File: config.mk
export PLATFORM = sky130hd
export DESIGN_NAME = rtccal_top
export DESIGN_NICKNAME = d
export VERILOG_FILES = /design/src/include/rtccal_pkg.sv /design/src/rtl/rtccal_top.sv
export VERILOG_INCLUDE_DIRS = /design/src /design/src/include
export SDC_FILE = /design/constraint.sdc
export NUM_CORES = 1
export LEC_CHECK = 0
export BUFFER_PORTS_ARGS = -buffer_cell sky130_fd_sc_hd__buf_4
export CAP_MARGIN = 5
export CORE_ASPECT_RATIO = 1.75
export CORE_MARGIN = 2
export CORE_UTILIZATION = 50
export CTS_CLUSTER_SIZE = 40
export DETAILED_ROUTE_END_ITERATION = 10
export PLACE_DENSITY = 0.76
export SLEW_MARGIN = 20
export SYNTH_ARGS = -nofsm -noshare
export SYNTH_HDL_FRONTEND = slang
export SYNTH_HIERARCHICAL = 1
export SYNTH_SLANG_ARGS = --single-unit
File: constraint.sdc
create_clock -name MCLK -period 3 [get_ports MCLK]
set_input_delay 0 -clock MCLK [delete_from_list [all_inputs] [get_ports MCLK]]
set_output_delay 0 -clock MCLK [all_outputs]
set_load 0.03 [all_outputs]
File: src/include/rtccal_regs.svh
`ifndef RTCCAL_REGS_SVH
`define RTCCAL_REGS_SVH

// register locations
`define RTCCAL_ADDR_WEEKDAY 8'h07
`define RTCCAL_ADDR_MONTH 8'h08
`define RTCCAL_ADDR_YEAR 8'h09
`define RTCCAL_ADDR_SEC_MATCH 8'h0a
`define RTCCAL_ADDR_MIN_MATCH 8'h0b

// field layout
`define RTCCAL_WDAY_MSB 2
`define RTCCAL_MONTH_MSB 4
`define RTCCAL_MATCH_DIS_BIT 7
`define RTCCAL_MATCH_VAL_MSB 6

// reset value of a match disable bit
`define RTCCAL_MATCH_DIS_RST 1'b1

// counting limits
`define RTCCAL_WDAY_FIRST 3'h0
`define RTCCAL_WDAY_LAST 3'h6
`define RTCCAL_MONTH_FIRST 5'h01
`define RTCCAL_MONTH_LAST 5'h12
`define RTCCAL_MONTH_NINE 5'h09
`define RTCCAL_MONTH_TEN 5'h10
`define RTCCAL_DIGIT_NINE 4'h9
`define RTCCAL_DIGIT_ZERO 4'h0
`define RTCCAL_DIGIT_ONE 4'h1

`endif

File: src/include/rtccal_pkg.sv
package rtccal_pkg;

	// one register access from the serial front end
	typedef struct packed {
		logic act;
		logic wr;
		logic rd;
		logic [7:0] addr;
		logic [7:0] wdata;
	} rtccal_acc_t;

	typedef struct packed {
		logic [2:0] wday;
		logic [4:0] month;
		logic [7:0] year;
		logic [7:0] sec_match;
		logic [7:0] min_match;
		logic leap;
		logic freeze;
		logic pend;
		logic sec_inc;
		logic chk;
		logic flag;
		logic week_inc;
		logic [7:0] rdata;
	} rtccal_state_t;

endpackage : rtccal_pkg

File: src/rtl/rtccal_top.sv
// Functional notes
// - weekday is three bits, values 0 to 6
// - weekday 000 Sunday, 001 Monday for weeks
// - unimplemented calendar bits read as zero
// - month stored BCD 1 to 12
// - year stored as two BCD digits 0-99
// - value bits not touched by reset
// - counters frozen during a host access
// - one missed tick queued, applied after access
// - compare each enabled match field with time
// - second match bit 7 disables, resets 1
// - second match value BCD 0 to 59
// - minute match bit 7 disables, resets 1
// - minute match value BCD 0 to 59
// - leap year when year divisible by four
// - match flag sets on first full agreement
`timescale 1ns/1ps
`include "rtccal_regs.svh"

// one bcd digit step with carry, used per year digit
module rtccal_bcd_step #(
	parameter int WIDTH = 4
) (
	input wire logic [WIDTH-1:0] digit,
	input wire logic carry_in,
	output logic [WIDTH-1:0] digit_next,
	output logic carry_out
);
	import rtccal_pkg::*;

	always_comb
	begin
		digit_next = digit;
		carry_out = 1'b0;
		if (carry_in)
		begin
			if (digit == WIDTH'(`RTCCAL_DIGIT_NINE))
			begin
				digit_next = WIDTH'(`RTCCAL_DIGIT_ZERO);
				carry_out = 1'b1;
			end
			else
				digit_next = digit + WIDTH'(`RTCCAL_DIGIT_ONE);
		end
	end

endmodule : rtccal_bcd_step

// one match field: disable bit on top, bcd value below
module rtccal_match_field #(
	parameter int WIDTH = 7
) (
	input wire logic [WIDTH-1:0] cur,
	input wire logic [WIDTH:0] stored,
	output logic enabled,
	output logic agree
);
	import rtccal_pkg::*;

	always_comb
	begin
		enabled = !stored[WIDTH];
		agree = !enabled || (cur == stored[WIDTH-1:0]);
	end

endmodule : rtccal_match_field

module rtccal_top (
	input wire logic MCLK,
	input wire logic RST,
	input wire rtccal_pkg::rtccal_acc_t ACC,
	input wire logic TICK_1HZ,
	input wire logic [6:0] CUR_SEC,
	input wire logic [6:0] CUR_MIN,
	input wire logic DAY_CARRY,
	input wire logic MONTH_CARRY,
	input wire logic OTHER_MATCH,
	input wire logic OTHER_EN,
	input wire logic MATCH_CLR,
	output logic [7:0] RDATA,
	output logic FREEZE,
	output logic SEC_INC,
	output logic MATCH_FLAG,
	output logic [4:0] MONTH_OUT,
	output logic LEAP_YEAR,
	output logic WEEK_INC
);
	import rtccal_pkg::*;

	rtccal_state_t st_reg;
	rtccal_state_t st_next;
	logic sec_en;
	logic min_en;
	logic sec_ok;
	logic min_ok;
	logic wr_wday;
	logic wr_month;
	logic wr_year;
	logic wr_sec_match;
	logic wr_min_match;
	logic [7:0] rd_byte;
	logic [3:0] yr_units_next;
	logic [3:0] yr_tens_next;
	logic yr_carry;
	logic any_en;
	logic all_ok;
	logic hit;
	logic roll_year;

	// next BCD month, wrapping 12 to 1
	function automatic logic [4:0] month_inc(input logic [4:0] m);
		logic [4:0] r;
		r = m + 5'h01;
		if (m == `RTCCAL_MONTH_LAST)
			r = `RTCCAL_MONTH_FIRST;
		else if (m == `RTCCAL_MONTH_NINE)
			r = `RTCCAL_MONTH_TEN;
		return r;
	endfunction : month_inc

	// BCD divisible by four, year 00 included
	function automatic logic is_leap(input logic [7:0] y);
		logic r;
		if (y[4])
			r = (y[3:0] == 4'h2) || (y[3:0] == 4'h6);
		else
			r = (y[3:0] == 4'h0) || (y[3:0] == 4'h4) || (y[3:0] == 4'h8);
		return r;
	endfunction : is_leap

	// year digits step when december rolls over, 99 wraps to 00
	rtccal_bcd_step #(
		.WIDTH(4)
	) i_year_units (
		.digit(st_reg.year[3:0]),
		.carry_in(roll_year),
		.digit_next(yr_units_next),
		.carry_out(yr_carry)
	);

	rtccal_bcd_step #(
		.WIDTH(4)
	) i_year_tens (
		.digit(st_reg.year[7:4]),
		.carry_in(yr_carry),
		.digit_next(yr_tens_next),
		.carry_out()
	);

	// second and minute fields against the running time
	rtccal_match_field #(
		.WIDTH(7)
	) i_sec_field (
		.cur(CUR_SEC),
		.stored(st_reg.sec_match),
		.enabled(sec_en),
		.agree(sec_ok)
	);

	rtccal_match_field #(
		.WIDTH(7)
	) i_min_field (
		.cur(CUR_MIN),
		.stored(st_reg.min_match),
		.enabled(min_en),
		.agree(min_ok)
	);

	// write decode, unmapped locations select nothing
	always_comb
	begin
		wr_wday = ACC.wr && (ACC.addr == `RTCCAL_ADDR_WEEKDAY);
		wr_month = ACC.wr && (ACC.addr == `RTCCAL_ADDR_MONTH);
		wr_year = ACC.wr && (ACC.addr == `RTCCAL_ADDR_YEAR);
		wr_sec_match = ACC.wr && (ACC.addr == `RTCCAL_ADDR_SEC_MATCH);
		wr_min_match = ACC.wr && (ACC.addr == `RTCCAL_ADDR_MIN_MATCH);
	end

	// read mux: unused bits and unmapped locations give zero
	always_comb
	begin
		rd_byte = 8'h00;
		case (ACC.addr)
			`RTCCAL_ADDR_WEEKDAY:
				rd_byte = {5'h00, st_reg.wday};
			`RTCCAL_ADDR_MONTH:
				rd_byte = {3'h0, st_reg.month};
			`RTCCAL_ADDR_YEAR:
				rd_byte = st_reg.year;
			`RTCCAL_ADDR_SEC_MATCH:
				rd_byte = st_reg.sec_match;
			`RTCCAL_ADDR_MIN_MATCH:
				rd_byte = st_reg.min_match;
			default:
				rd_byte = 8'h00;
		endcase
	end

	// match comparison on the time after an increment
	always_comb
	begin
		any_en = sec_en || min_en || OTHER_EN;
		all_ok = OTHER_MATCH && sec_ok && min_ok;
		hit = st_reg.chk && any_en && all_ok;
		roll_year = MONTH_CARRY && !st_reg.freeze
			&& (st_reg.month == `RTCCAL_MONTH_LAST);
	end

	always_comb
	begin
		st_next = st_reg;
		st_next.sec_inc = 1'b0;
		st_next.week_inc = 1'b0;
		st_next.freeze = ACC.act;
		if (st_reg.freeze)
		begin
			if (TICK_1HZ)
				st_next.pend = 1'b1;
		end
		else if (TICK_1HZ || st_reg.pend)
		begin
			st_next.sec_inc = 1'b1;
			st_next.pend = 1'b0;
		end
		// compare one cycle after the seconds counter moves
		st_next.chk = st_reg.sec_inc;
		if (hit)
			st_next.flag = 1'b1;
		else if (MATCH_CLR)
			st_next.flag = 1'b0;
		if (DAY_CARRY && !st_reg.freeze)
		begin
			if (st_reg.wday >= `RTCCAL_WDAY_LAST)
				st_next.wday = `RTCCAL_WDAY_FIRST;
			else
				st_next.wday = st_reg.wday + 3'h1;
			st_next.week_inc = (st_reg.wday >= `RTCCAL_WDAY_LAST);
		end
		if (MONTH_CARRY && !st_reg.freeze)
			st_next.month = month_inc(st_reg.month);
		if (roll_year)
			st_next.year = {yr_tens_next, yr_units_next};
		// host writes land only in implemented bits; a write beats a carry
		// three-bit weekday
		if (wr_wday)
			st_next.wday = ACC.wdata[`RTCCAL_WDAY_MSB:0];
		if (wr_month)
			st_next.month = ACC.wdata[`RTCCAL_MONTH_MSB:0];
		if (wr_year)
			st_next.year = ACC.wdata;
		if (wr_sec_match)
			st_next.sec_match = ACC.wdata;
		if (wr_min_match)
			st_next.min_match = ACC.wdata;
		st_next.leap = is_leap(st_next.year);
		// read data holds until the next read strobe
		st_next.rdata = st_reg.rdata;
		if (ACC.rd)
			st_next.rdata = rd_byte;
	end

	// value bits keep their contents through reset
	always_ff @(posedge MCLK or posedge RST)
	begin
		if (RST)
		begin
			st_reg.sec_match[`RTCCAL_MATCH_DIS_BIT] <= `RTCCAL_MATCH_DIS_RST;
			st_reg.min_match[`RTCCAL_MATCH_DIS_BIT] <= `RTCCAL_MATCH_DIS_RST;
			st_reg.freeze <= 1'b0;
			st_reg.pend <= 1'b0;
			st_reg.sec_inc <= 1'b0;
			st_reg.chk <= 1'b0;
			st_reg.flag <= 1'b0;
			st_reg.week_inc <= 1'b0;
			st_reg.rdata <= 8'h00;
		end
		else
		begin
			st_reg <= st_next;
		end
	end

	assign RDATA = st_reg.rdata;
	assign FREEZE = st_reg.freeze;
	assign SEC_INC = st_reg.sec_inc;
	assign MATCH_FLAG = st_reg.flag;
	assign MONTH_OUT = st_reg.month;
	assign LEAP_YEAR = st_reg.leap;
	assign WEEK_INC = st_reg.week_inc;

endmodule : rtccal_top

==> results of run 1 <==
[how the worst min path moves through the flow]
stage,start,end,slack (ps),cells past startpoint
after floorplan,RST,FREEZE,-20,1
after global placement,ACC[18],FREEZE,120,1
after detailed placement,ACC[18],FREEZE,120,1
after CTS,ACC[8],RDATA[6],160,3
after global routing,ACC[8],RDATA[7],180,3
final,ACC[8],RDATA[6],160,3
[metrics by stage]
step,total power [uW],utilization
after floorplan,839,-
after global placement,916,0.593
after detailed placement,918,0.593
after CTS,1320,0.636
after global routing,1360,0.636
final,1310,0.636
[timing repair]
item                      in CTS  in global routing
hold buffers                  15                  0
hold endpoints to repair      45                  0
gates resized for setup        0                  0
[area by class of cell]
| class | count | area share |
|---|---|---|
| Clock buffer | 7 | 0.0245 |
| Timing Repair Buffer | 81 | 0.183 |
| Multi-Input combinational cell | 176 | 0.369 |
| Sequential cell | 47 | 0.378 |
| Inverter | 14 | 0.0163 |
| Clock inverter | 1 | 0.00142 |
| Tap cell | 76 | 0.0270 |
[worst max-delay path, delay by kind of cell, from the launching register on]
family / cells / cell delay, ps
xor gates and xnor gates: 1 / 210
adders and majority gates: 1 / 270
and+or+nand+nor: 5 / 1030
buffers and inverters: 1 / 130
DFF: 1 / 450
AOI/OAI and AO/OA: 3 / 410
[metal layers]
metal	share of wire	wire (um)	track usage	up-vias
met4	0.039	257	0.118	0
met5	0	0	0	-
met1	0.37	2450	0.271	1041
met2	0.54	3540	0.375	79
li1	-	-	-	1052
met3	0.055	363	0.0487	18
[cells in the final DEF (no fill, tap or decap), drive strengths merged, types with 7 or more instances in the layout]
master,n
clkbuf,7
nand3,8
nor2b,9
o21ai,10
dlygate4sd3,15
xnor2,11
xor2,8
nor3,7
edfxtp,31
nor2,15
dfrtp,14
buf,66
a21oi,11
inv,13
nand2,27
[power by group through the flow]
stage | clock (uW) | sequential, uW | combinational [uW]
after floorplan | 0 | 742 | 96.5
after global placement | 0 | 741 | 175
after detailed placement | 0 | 741 | 177
after CTS | 401 | 727 | 192
after global routing | 423 | 730 | 207
final | 395 | 728 | 191
==> qor.csv, run 1 <==
metric;value;unit
final_cells;402;
areaGrowthSynthToFinish;23.9;%
status;finished, final reports clean;
fp-row-count;36;
power.density;372;nW/um2
r2r_start;MONTH_OUT[1];
finalCritPeriodShare;0.913;
endpoint;LEAP_YEAR;
tightest_slew;858;ps
cts_root_buf;clkbuf_8;
seqPwrFrac;0.554;
syn_nets;305;
cts_setup_buffers;0;
place.gp.congestion;0.856;
tns;0;ps
drtPass1Iterations;4;
antenna_found_initial;0;
hold_violations;0;
antenna_cells;0;
fill_cells;455;
crit_slowest_cell;edfxtp_1;
r2r_slack;260;ps
vias;2190;
postRouteAntennaNets;0;
die-area;6340;um2
drv_cap;0;
drt_wl_total;6.61;mm
clkPwrFrac;0.301;
place_inst;379;
fin_crit;2740;ps
crit_path_end_kind;flip-flop;
start_kind;flip-flop;
remaining_drc_errors;0;
comb_power_share;0.145;
dp_hpwl;5.12;mm
placed_area;3280;um2
rr_worst_depth;11;
register_area;1330;um2
grt-ovfl-total;0;
cpPeakStageDelay;450;ps
fp.dieH;104;um
fin_ws;262;ps
slew_viol_final;0;
grt_pass1_vias;2154;
cp.required;3060;ps
grt_start_max_net_pins;23;
crit_chain;ha_1, nand3b_4, or3_1, clkinv_4, nand2_2, nor3b_1, xor2_1, nand2_1, a31oi_2, a211o_1, a21oi_2;
drive_gt1_frac;0.319;
clock-sinks;47;
power_leakage;0.00143;uW
multi_input_area;1300;um2
netlist_area;2850;um2
hold_slack;164;ps
cts_made_buffers;5;
p_switching;318;uW
regToRegEndpoint;LEAP_YEAR;
core;5540;um2
skew;2.71;ps
switching_share;0.242;
design_area;3530;um2
rsz0062_at_grt;false;
relSlewSlack;0.428;
grt_pass1_wl;10.7;mm
fmax;365;MHz
viasPerCell;5.45;
hp-class;primary input to flip-flop;
crit_arrival;2800;ps
ir_worst_vdd;0.000348;V
setup_viol;0;
avgSynthCellArea;11.0;um2
worstSetupStartpoint;MONTH_OUT[1];
criticalPathCategory;flip-flop to flip-flop;
p_int;996;uW
htree_levels;2;
die_w;61.0;um
num_io_pins;59;
largest_reg_flops;29;
dp_slack;308;ps
cts.clk_slew.worst_paths;80;ps
final_nets;371;
worst-path-max-fanout;12;
wl_per_cell;16.5;um
grt_use_total;0.230;
insertion_delay;310;ps
start_util;0.514;
yosysWarnings;6;
clock_path_buffers;2;
port_buffers;58;
cts_tree;done;
synthCells;259;
first_iter_violations;92;
No activity file was read; power rests on OpenSTA's default activity.
==> run 2: changes to the inputs <==
- PLACE_DENSITY: 0.76 -> 0.81
==> run 2 against run 1 <==
Routed wire length grew 0.73%. Hold slack lost 150 ps. Clock power shrank 6.3%. Sequential power is essentially flat. Die area is the same. Register-to-register slack gained 40 ps. Final cell count shrank 0.25%. Critical endpoint is now st_reg[38]. Cell area shrank 0.57%. First-iteration DRC count shrank 3.3%.
==> qor.csv, run 2 (synthesis results as in run 1) <==
metric;value;unit;change
criticalPathCategory;flip-flop to flip-flop;;
place.gp.congestion;0.888;;+3.7%
viasPerCell;5.52;;+1.3%
cts_setup_buffers;0;;unchanged
finalCritPeriodShare;0.900;;-0.0131
slew_viol_final;0;;unchanged
cts_tree;done;;
fin_crit;2700;ps;-39.2 ps
fp.dieH;104;um;unchanged
postRouteAntennaNets;0;;unchanged
first_iter_violations;89;;-3.3%
status;finished, final reports clean;;
die_w;61.0;um;unchanged
antenna_found_initial;0;;unchanged
crit_chain;ha_1, nand3b_4, or3_1, clkinv_4, nand2_2, nor3b_1, buf_4, nand2_2, o21ai_0, nand2_1, nand3_1, nand2_1;;
grt_pass1_vias;2247;;+4.3%
fmax;370;MHz;+1.5%
cts_root_buf;clkbuf_8;;
core;5540;um2;unchanged
rr_worst_depth;12;;+1
drtPass1Iterations;4;;unchanged
setup_viol;0;;unchanged
ir_worst_vdd;0.000369;V;+5.9%
start_kind;flip-flop;;
remaining_drc_errors;0;;unchanged
dp_hpwl;5.10;mm;-0.31%
min_from;DAY_CARRY;;
ctsHoldBuffers;14;;-1
grt_pass1_wl;10.8;mm;+1.6%
power_leakage;0.00141;uW;-0.72%
cts_made_buffers;5;;unchanged
layout_commonest_cell;buf_4;;
grt_use_total;0.227;;-0.00264
largest_reg_flops;29;;unchanged
clock_path_buffers;2;;unchanged
grt_start_max_net_pins;23;;unchanged
final_nets;370;;-0.27%
fin_total_pwr;1290;uW;-1.9%
die-area;6340;um2;unchanged
regToRegEndpoint;st_reg[38];;
multi_input_area;1300;um2;unchanged
p_int;973;uW;-2.3%
crit_slowest_cell;edfxtp_1;;
drv_cap;0;;unchanged
num_io_pins;59;;unchanged
crit_arrival;2760;ps;-40 ps
fill_cells;449;;-1.3%
hp-class;primary input to flip-flop;;
p_switching;315;uW;-0.77%
vias;2213;;+1.1%
start_util;0.514;;unchanged
skew;3.53;ps;+0.824 ps
insertion_delay;290;ps;-20 ps
worstSetupStartpoint;MONTH_OUT[1];;
cts.clk_slew.worst_paths;80;ps;about the same
switching_share;0.245;;+0.00285
dp_slack;340;ps;+31.9 ps
hold_violations;0;;unchanged
drive_gt1_frac;0.317;;-0.00210
areaGrowthSynthToFinish;23.2;%;
worst-path-max-fanout;12;;unchanged
layout_common_cells;buf_4, edfxtp_1, nand2_1;;
relSlewSlack;0.378;;-0.0494
port_buffers;58;;unchanged
cp.required;3060;ps;about the same
htree_levels;2;;unchanged
tightest_slew;932;ps;+74.1 ps
grt-ovfl-total;0;;unchanged
seqPwrFrac;0.565;;+0.011
fp-row-count;36;;unchanged
r2r_start;MONTH_OUT[1];;
r2r_slack;300;ps;+40 ps
cpPeakStageDelay;450;ps;about the same
power.density;367;nW/um2;-1.4%
drt_wl_total;6.66;mm;+0.73%
comb_power_share;0.147;;+0.002
cts.repair.resized;0;;unchanged
crit_path_end_kind;flip-flop;;
fin_ws;301;ps;+39.2 ps
cp_num_buf_inv;2;;+1
clock-sinks;47;;unchanged
antenna_cells;0;;unchanged
tns;0;ps;unchanged
cp_top_family;simple AND/OR/NAND/NOR gates;;
rsz0062_at_grt;false;;
hold_end;WEEK_INC;;
wl_per_cell;16.6;um;+0.98%
clkPwrFrac;0.287;;-0.014
register_area;1330;um2;unchanged
worstHoldPathCells;3;;unchanged
[run 2: metrics by stage]
stage	utilization	instances	hold slack (ps)	area, um2
6_report	0.633	401	18.9	3510
3_5_place_dp	0.593	379	112	3280
2_1_floorplan	-	259	-17.0	2850
4_1_cts	0.633	401	13.5	3510
3_3_place_gp	0.593	379	110	3280
5_1_grt	0.633	401	3.73	3510
[run 2: power by group through the flow]
stage,Clock (uW),Combinational [uW],Sequential (uW)
2_1_floorplan,0,96.5,742
3_3_place_gp,0,175,741
3_5_place_dp,0,177,742
4_1_cts,371,191,728
5_1_grt,402,206,730
6_report,370,190,728
[run 2: worst min-delay path, stage by stage]
cell and delay [ps]:
buf_4 110, nand2b_1 110, nor3_1 60
[run 2: metal layers]
| metal | GRT usage | routed length (um) | vias to the layer above |
|---|---|---|---|
| met4 | 0.0994 | 188 | 0 |
| met2 | 0.384 | 3680 | 90 |
| li1 | - | - | 1056 |
| met3 | 0.0400 | 369 | 16 |
| met5 | 0 | 0 | - |
| met1 | 0.268 | 2420 | 1051 |
[run 2: area by class of cell]
class,instances,area share
Clock buffer,7,0.0218
Clock inverter,1,0.00143
Inverter,14,0.0164
Tap cell,76,0.0271
Timing Repair Buffer,80,0.181
Multi-Input combinational cell,176,0.372
Sequential cell,47,0.380
[run 2: how the worst max path moves through the flow]
stage / end / slack, ps / cells after the start
final: st_reg[38] / 300 / 12
after global routing: LEAP_YEAR / 60 / 11
after CTS: st_reg[38] / 330 / 12
after detailed placement: st_reg[38] / 340 / 12
after global placement: LEAP_YEAR / 420 / 11
after floorplan: LEAP_YEAR / 250 / 13
==> run 3: changes to the inputs <==
- RECOVER_POWER: unset -> 100
==> run 3 against run 2 <==
Count of clock-buffer cells in the layout unchanged. Final cell count unchanged. Non-clock buffer count unchanged. Critical path depth unchanged. Critical endpoint unchanged.
==> qor.csv, run 3 (synthesis results as in run 1) <==
metric;value;unit;change
crit_path_end_kind;flip-flop;;
fin_ws;213;ps;-87.5 ps
cts.repair.resized;0;;unchanged
switching_share;0.248;;+0.00302
first_iter_violations;94;;+5.6%
viasPerCell;5.62;;+1.8%
relSlewSlack;0.386;;+0.00757
postRouteAntennaNets;0;;unchanged
met2_wirelength;3.62;mm;-1.8%
crit_top_cell;nand2_1;;
seqPwrFrac;0.572;;+0.007
cts_tree;done;;
hp-class;primary input to flip-flop;;
drv_cap;0;;unchanged
tns;0;ps;unchanged
criticalPathCategory;flip-flop to flip-flop;;
core;5540;um2;unchanged
antenna_cells;0;;unchanged
grt_use_total;0.227;;unchanged
ir_worst_vdd;0.000370;V;+0.47%
clock-sinks;47;;unchanged
num_io_pins;59;;unchanged
areaGrowthSynthToFinish;17.0;%;
antenna_found_initial;0;;unchanged
layout_common_cells;clkbuf_1, buf_4, edfxtp_1;;
power_leakage;0.00127;uW;-10%
regToRegEndpoint;st_reg[38];;
p_switching;315;uW;about the same
cp_num_buf_inv;2;;unchanged
r2r_start;MONTH_OUT[1];;
highest_layer;met4;;
worstSetupStartpoint;MONTH_OUT[1];;
fp-row-count;36;;unchanged
grt_pass1_vias;2247;;unchanged
grt-ovfl-total;0;;unchanged
cp.depth;12;;unchanged
start_util;0.514;;unchanged
finalCritPeriodShare;0.929;;+0.0292
clkPwrFrac;0.292;;+0.005
largest_reg_flops;29;;unchanged
hold_violations;0;;unchanged
drive_gt1_frac;0.200;;-0.117
insertion_delay;300;ps;about the same
die_w;61.0;um;unchanged
rr_worst_depth;12;;unchanged
worst-path-max-fanout;12;;unchanged
clock_path_buffers;2;;unchanged
cp_top_family;simple AND/OR/NAND/NOR gates;;
wl_met1;2.57;mm;+6.1%
drtPass1Iterations;5;;+1
drt_wl_total;6.75;mm;+1.3%
fmax;359;MHz;-3.1%
crit_arrival;2840;ps;+80 ps
power.density;382;nW/um2;+4.1%
p_int;958;uW;-1.5%
skew;8.01;ps;+4.47 ps
cp.required;3060;ps;about the same
cts_made_buffers;5;;unchanged
remaining_drc_errors;0;;unchanged
setup_viol;0;;unchanged
port_buffers;58;;unchanged
fp.dieH;104;um;unchanged
die-area;6340;um2;unchanged
dp_slack;340;ps;unchanged
place.gp.congestion;0.888;;unchanged
slew_viol_final;0;;unchanged
crit_slowest_cell;edfxtp_1;;
worstHoldPathCells;3;;unchanged
r2r_slack;210;ps;-90 ps
wl_per_cell;16.8;um;+1.3%
grt_start_max_net_pins;23;;unchanged
comb_power_share;0.136;;-0.011
route.met3.wl;350;um;-5.1%
grt_pass1_wl;10.8;mm;unchanged
fin_total_pwr;1270;uW;-1.1%
vias;2252;;+1.8%
cts_root_buf;clkbuf_8;;
tightest_slew;920;ps;-11.3 ps
final_nets;370;;unchanged
start_kind;flip-flop;;
cpPeakStageDelay;450;ps;about the same
crit_chain;ha_1, nand3b_2, or3_1, clkinv_4, nand2_1, nor3b_1, clkbuf_1, nand2_2, o21ai_0, nand2_1, nand3_1, nand2_1;;
fin_crit;2790;ps;+87.5 ps
status;finished, final reports clean;;
rsz0062_at_grt;false;;
dp_hpwl;5.10;mm;unchanged
cts.clk_slew.worst_paths;80;ps;about the same
htree_levels;2;;unchanged
endpoint;st_reg[38];;
==> run 3: cell types whose count changed in the layout (fill, tap and decap cells not counted), sizes merged <==
cell and delta:
clkbuf +33, buf -33
==> run 3: how the worst min path moves through the flow <==
stage / from / endpoint / slack (ps)
floorplan: RST / FREEZE / -20
global placement: ACC[18] / FREEZE / 110
detailed placement: ACC[18] / FREEZE / 110
CTS: DAY_CARRY / WEEK_INC / 10
global route: DAY_CARRY / WEEK_INC / 4
finish: DAY_CARRY / WEEK_INC / 20
==> run 3: area by class of cell <==
class / count / area (um2)
clock buffer: 7 / 76.3
clock inverter: 1 / 5.00
fill: 483 / 2210
inverter: 14 / 57.6
multi-input combinational: 176 / 1240
sequential: 47 / 1330
tap: 76 / 95.1
timing repair buffer: 80 / 519
==> run 3: per-layer routing <==
layer	vias up	GRT usage
li1	1058	-
met1	1082	0.268
met2	94	0.384
met3	18	0.0400
met4	0	0.0994
met5	-	0
==> run 3: power groups by stage <==
| stage | logic (uW) | clock network, uW | registers (uW) |
|---|---|---|---|
| 2_1_floorplan | 96.5 | 0 | 742 |
| 3_3_place_gp | 175 | 0 | 741 |
| 3_5_place_dp | 177 | 0 | 742 |
| 4_1_cts | 191 | 371 | 728 |
| 5_1_grt | 189 | 402 | 730 |
| 6_report | 173 | 372 | 728 |
==> run 3: repair_timing <==
| item | 4_1_cts | 5_1_grt |
|---|---|---|
| buffers inserted | 0 | 0 |
| hold buffers | 14 | 0 |
| endpoints found under the hold margin | 40 | 0 |
==> run 3: worst min-delay path: cells and delay by family <==
kind / cells / cell delay, ps
AND/OR/NAND/NOR: 2 / 160
buffers and inverters: 1 / 110
==> run 3: stage by stage <==
stage	instance area, um2	std cells	util	hold WS (ps)
2_1_floorplan	2850	259	-	-17.0
3_3_place_gp	3280	379	0.593	110
3_5_place_dp	3280	379	0.593	112
4_1_cts	3510	401	0.633	13.5
5_1_grt	3330	401	0.601	3.73
6_report	3330	401	0.601	18.3
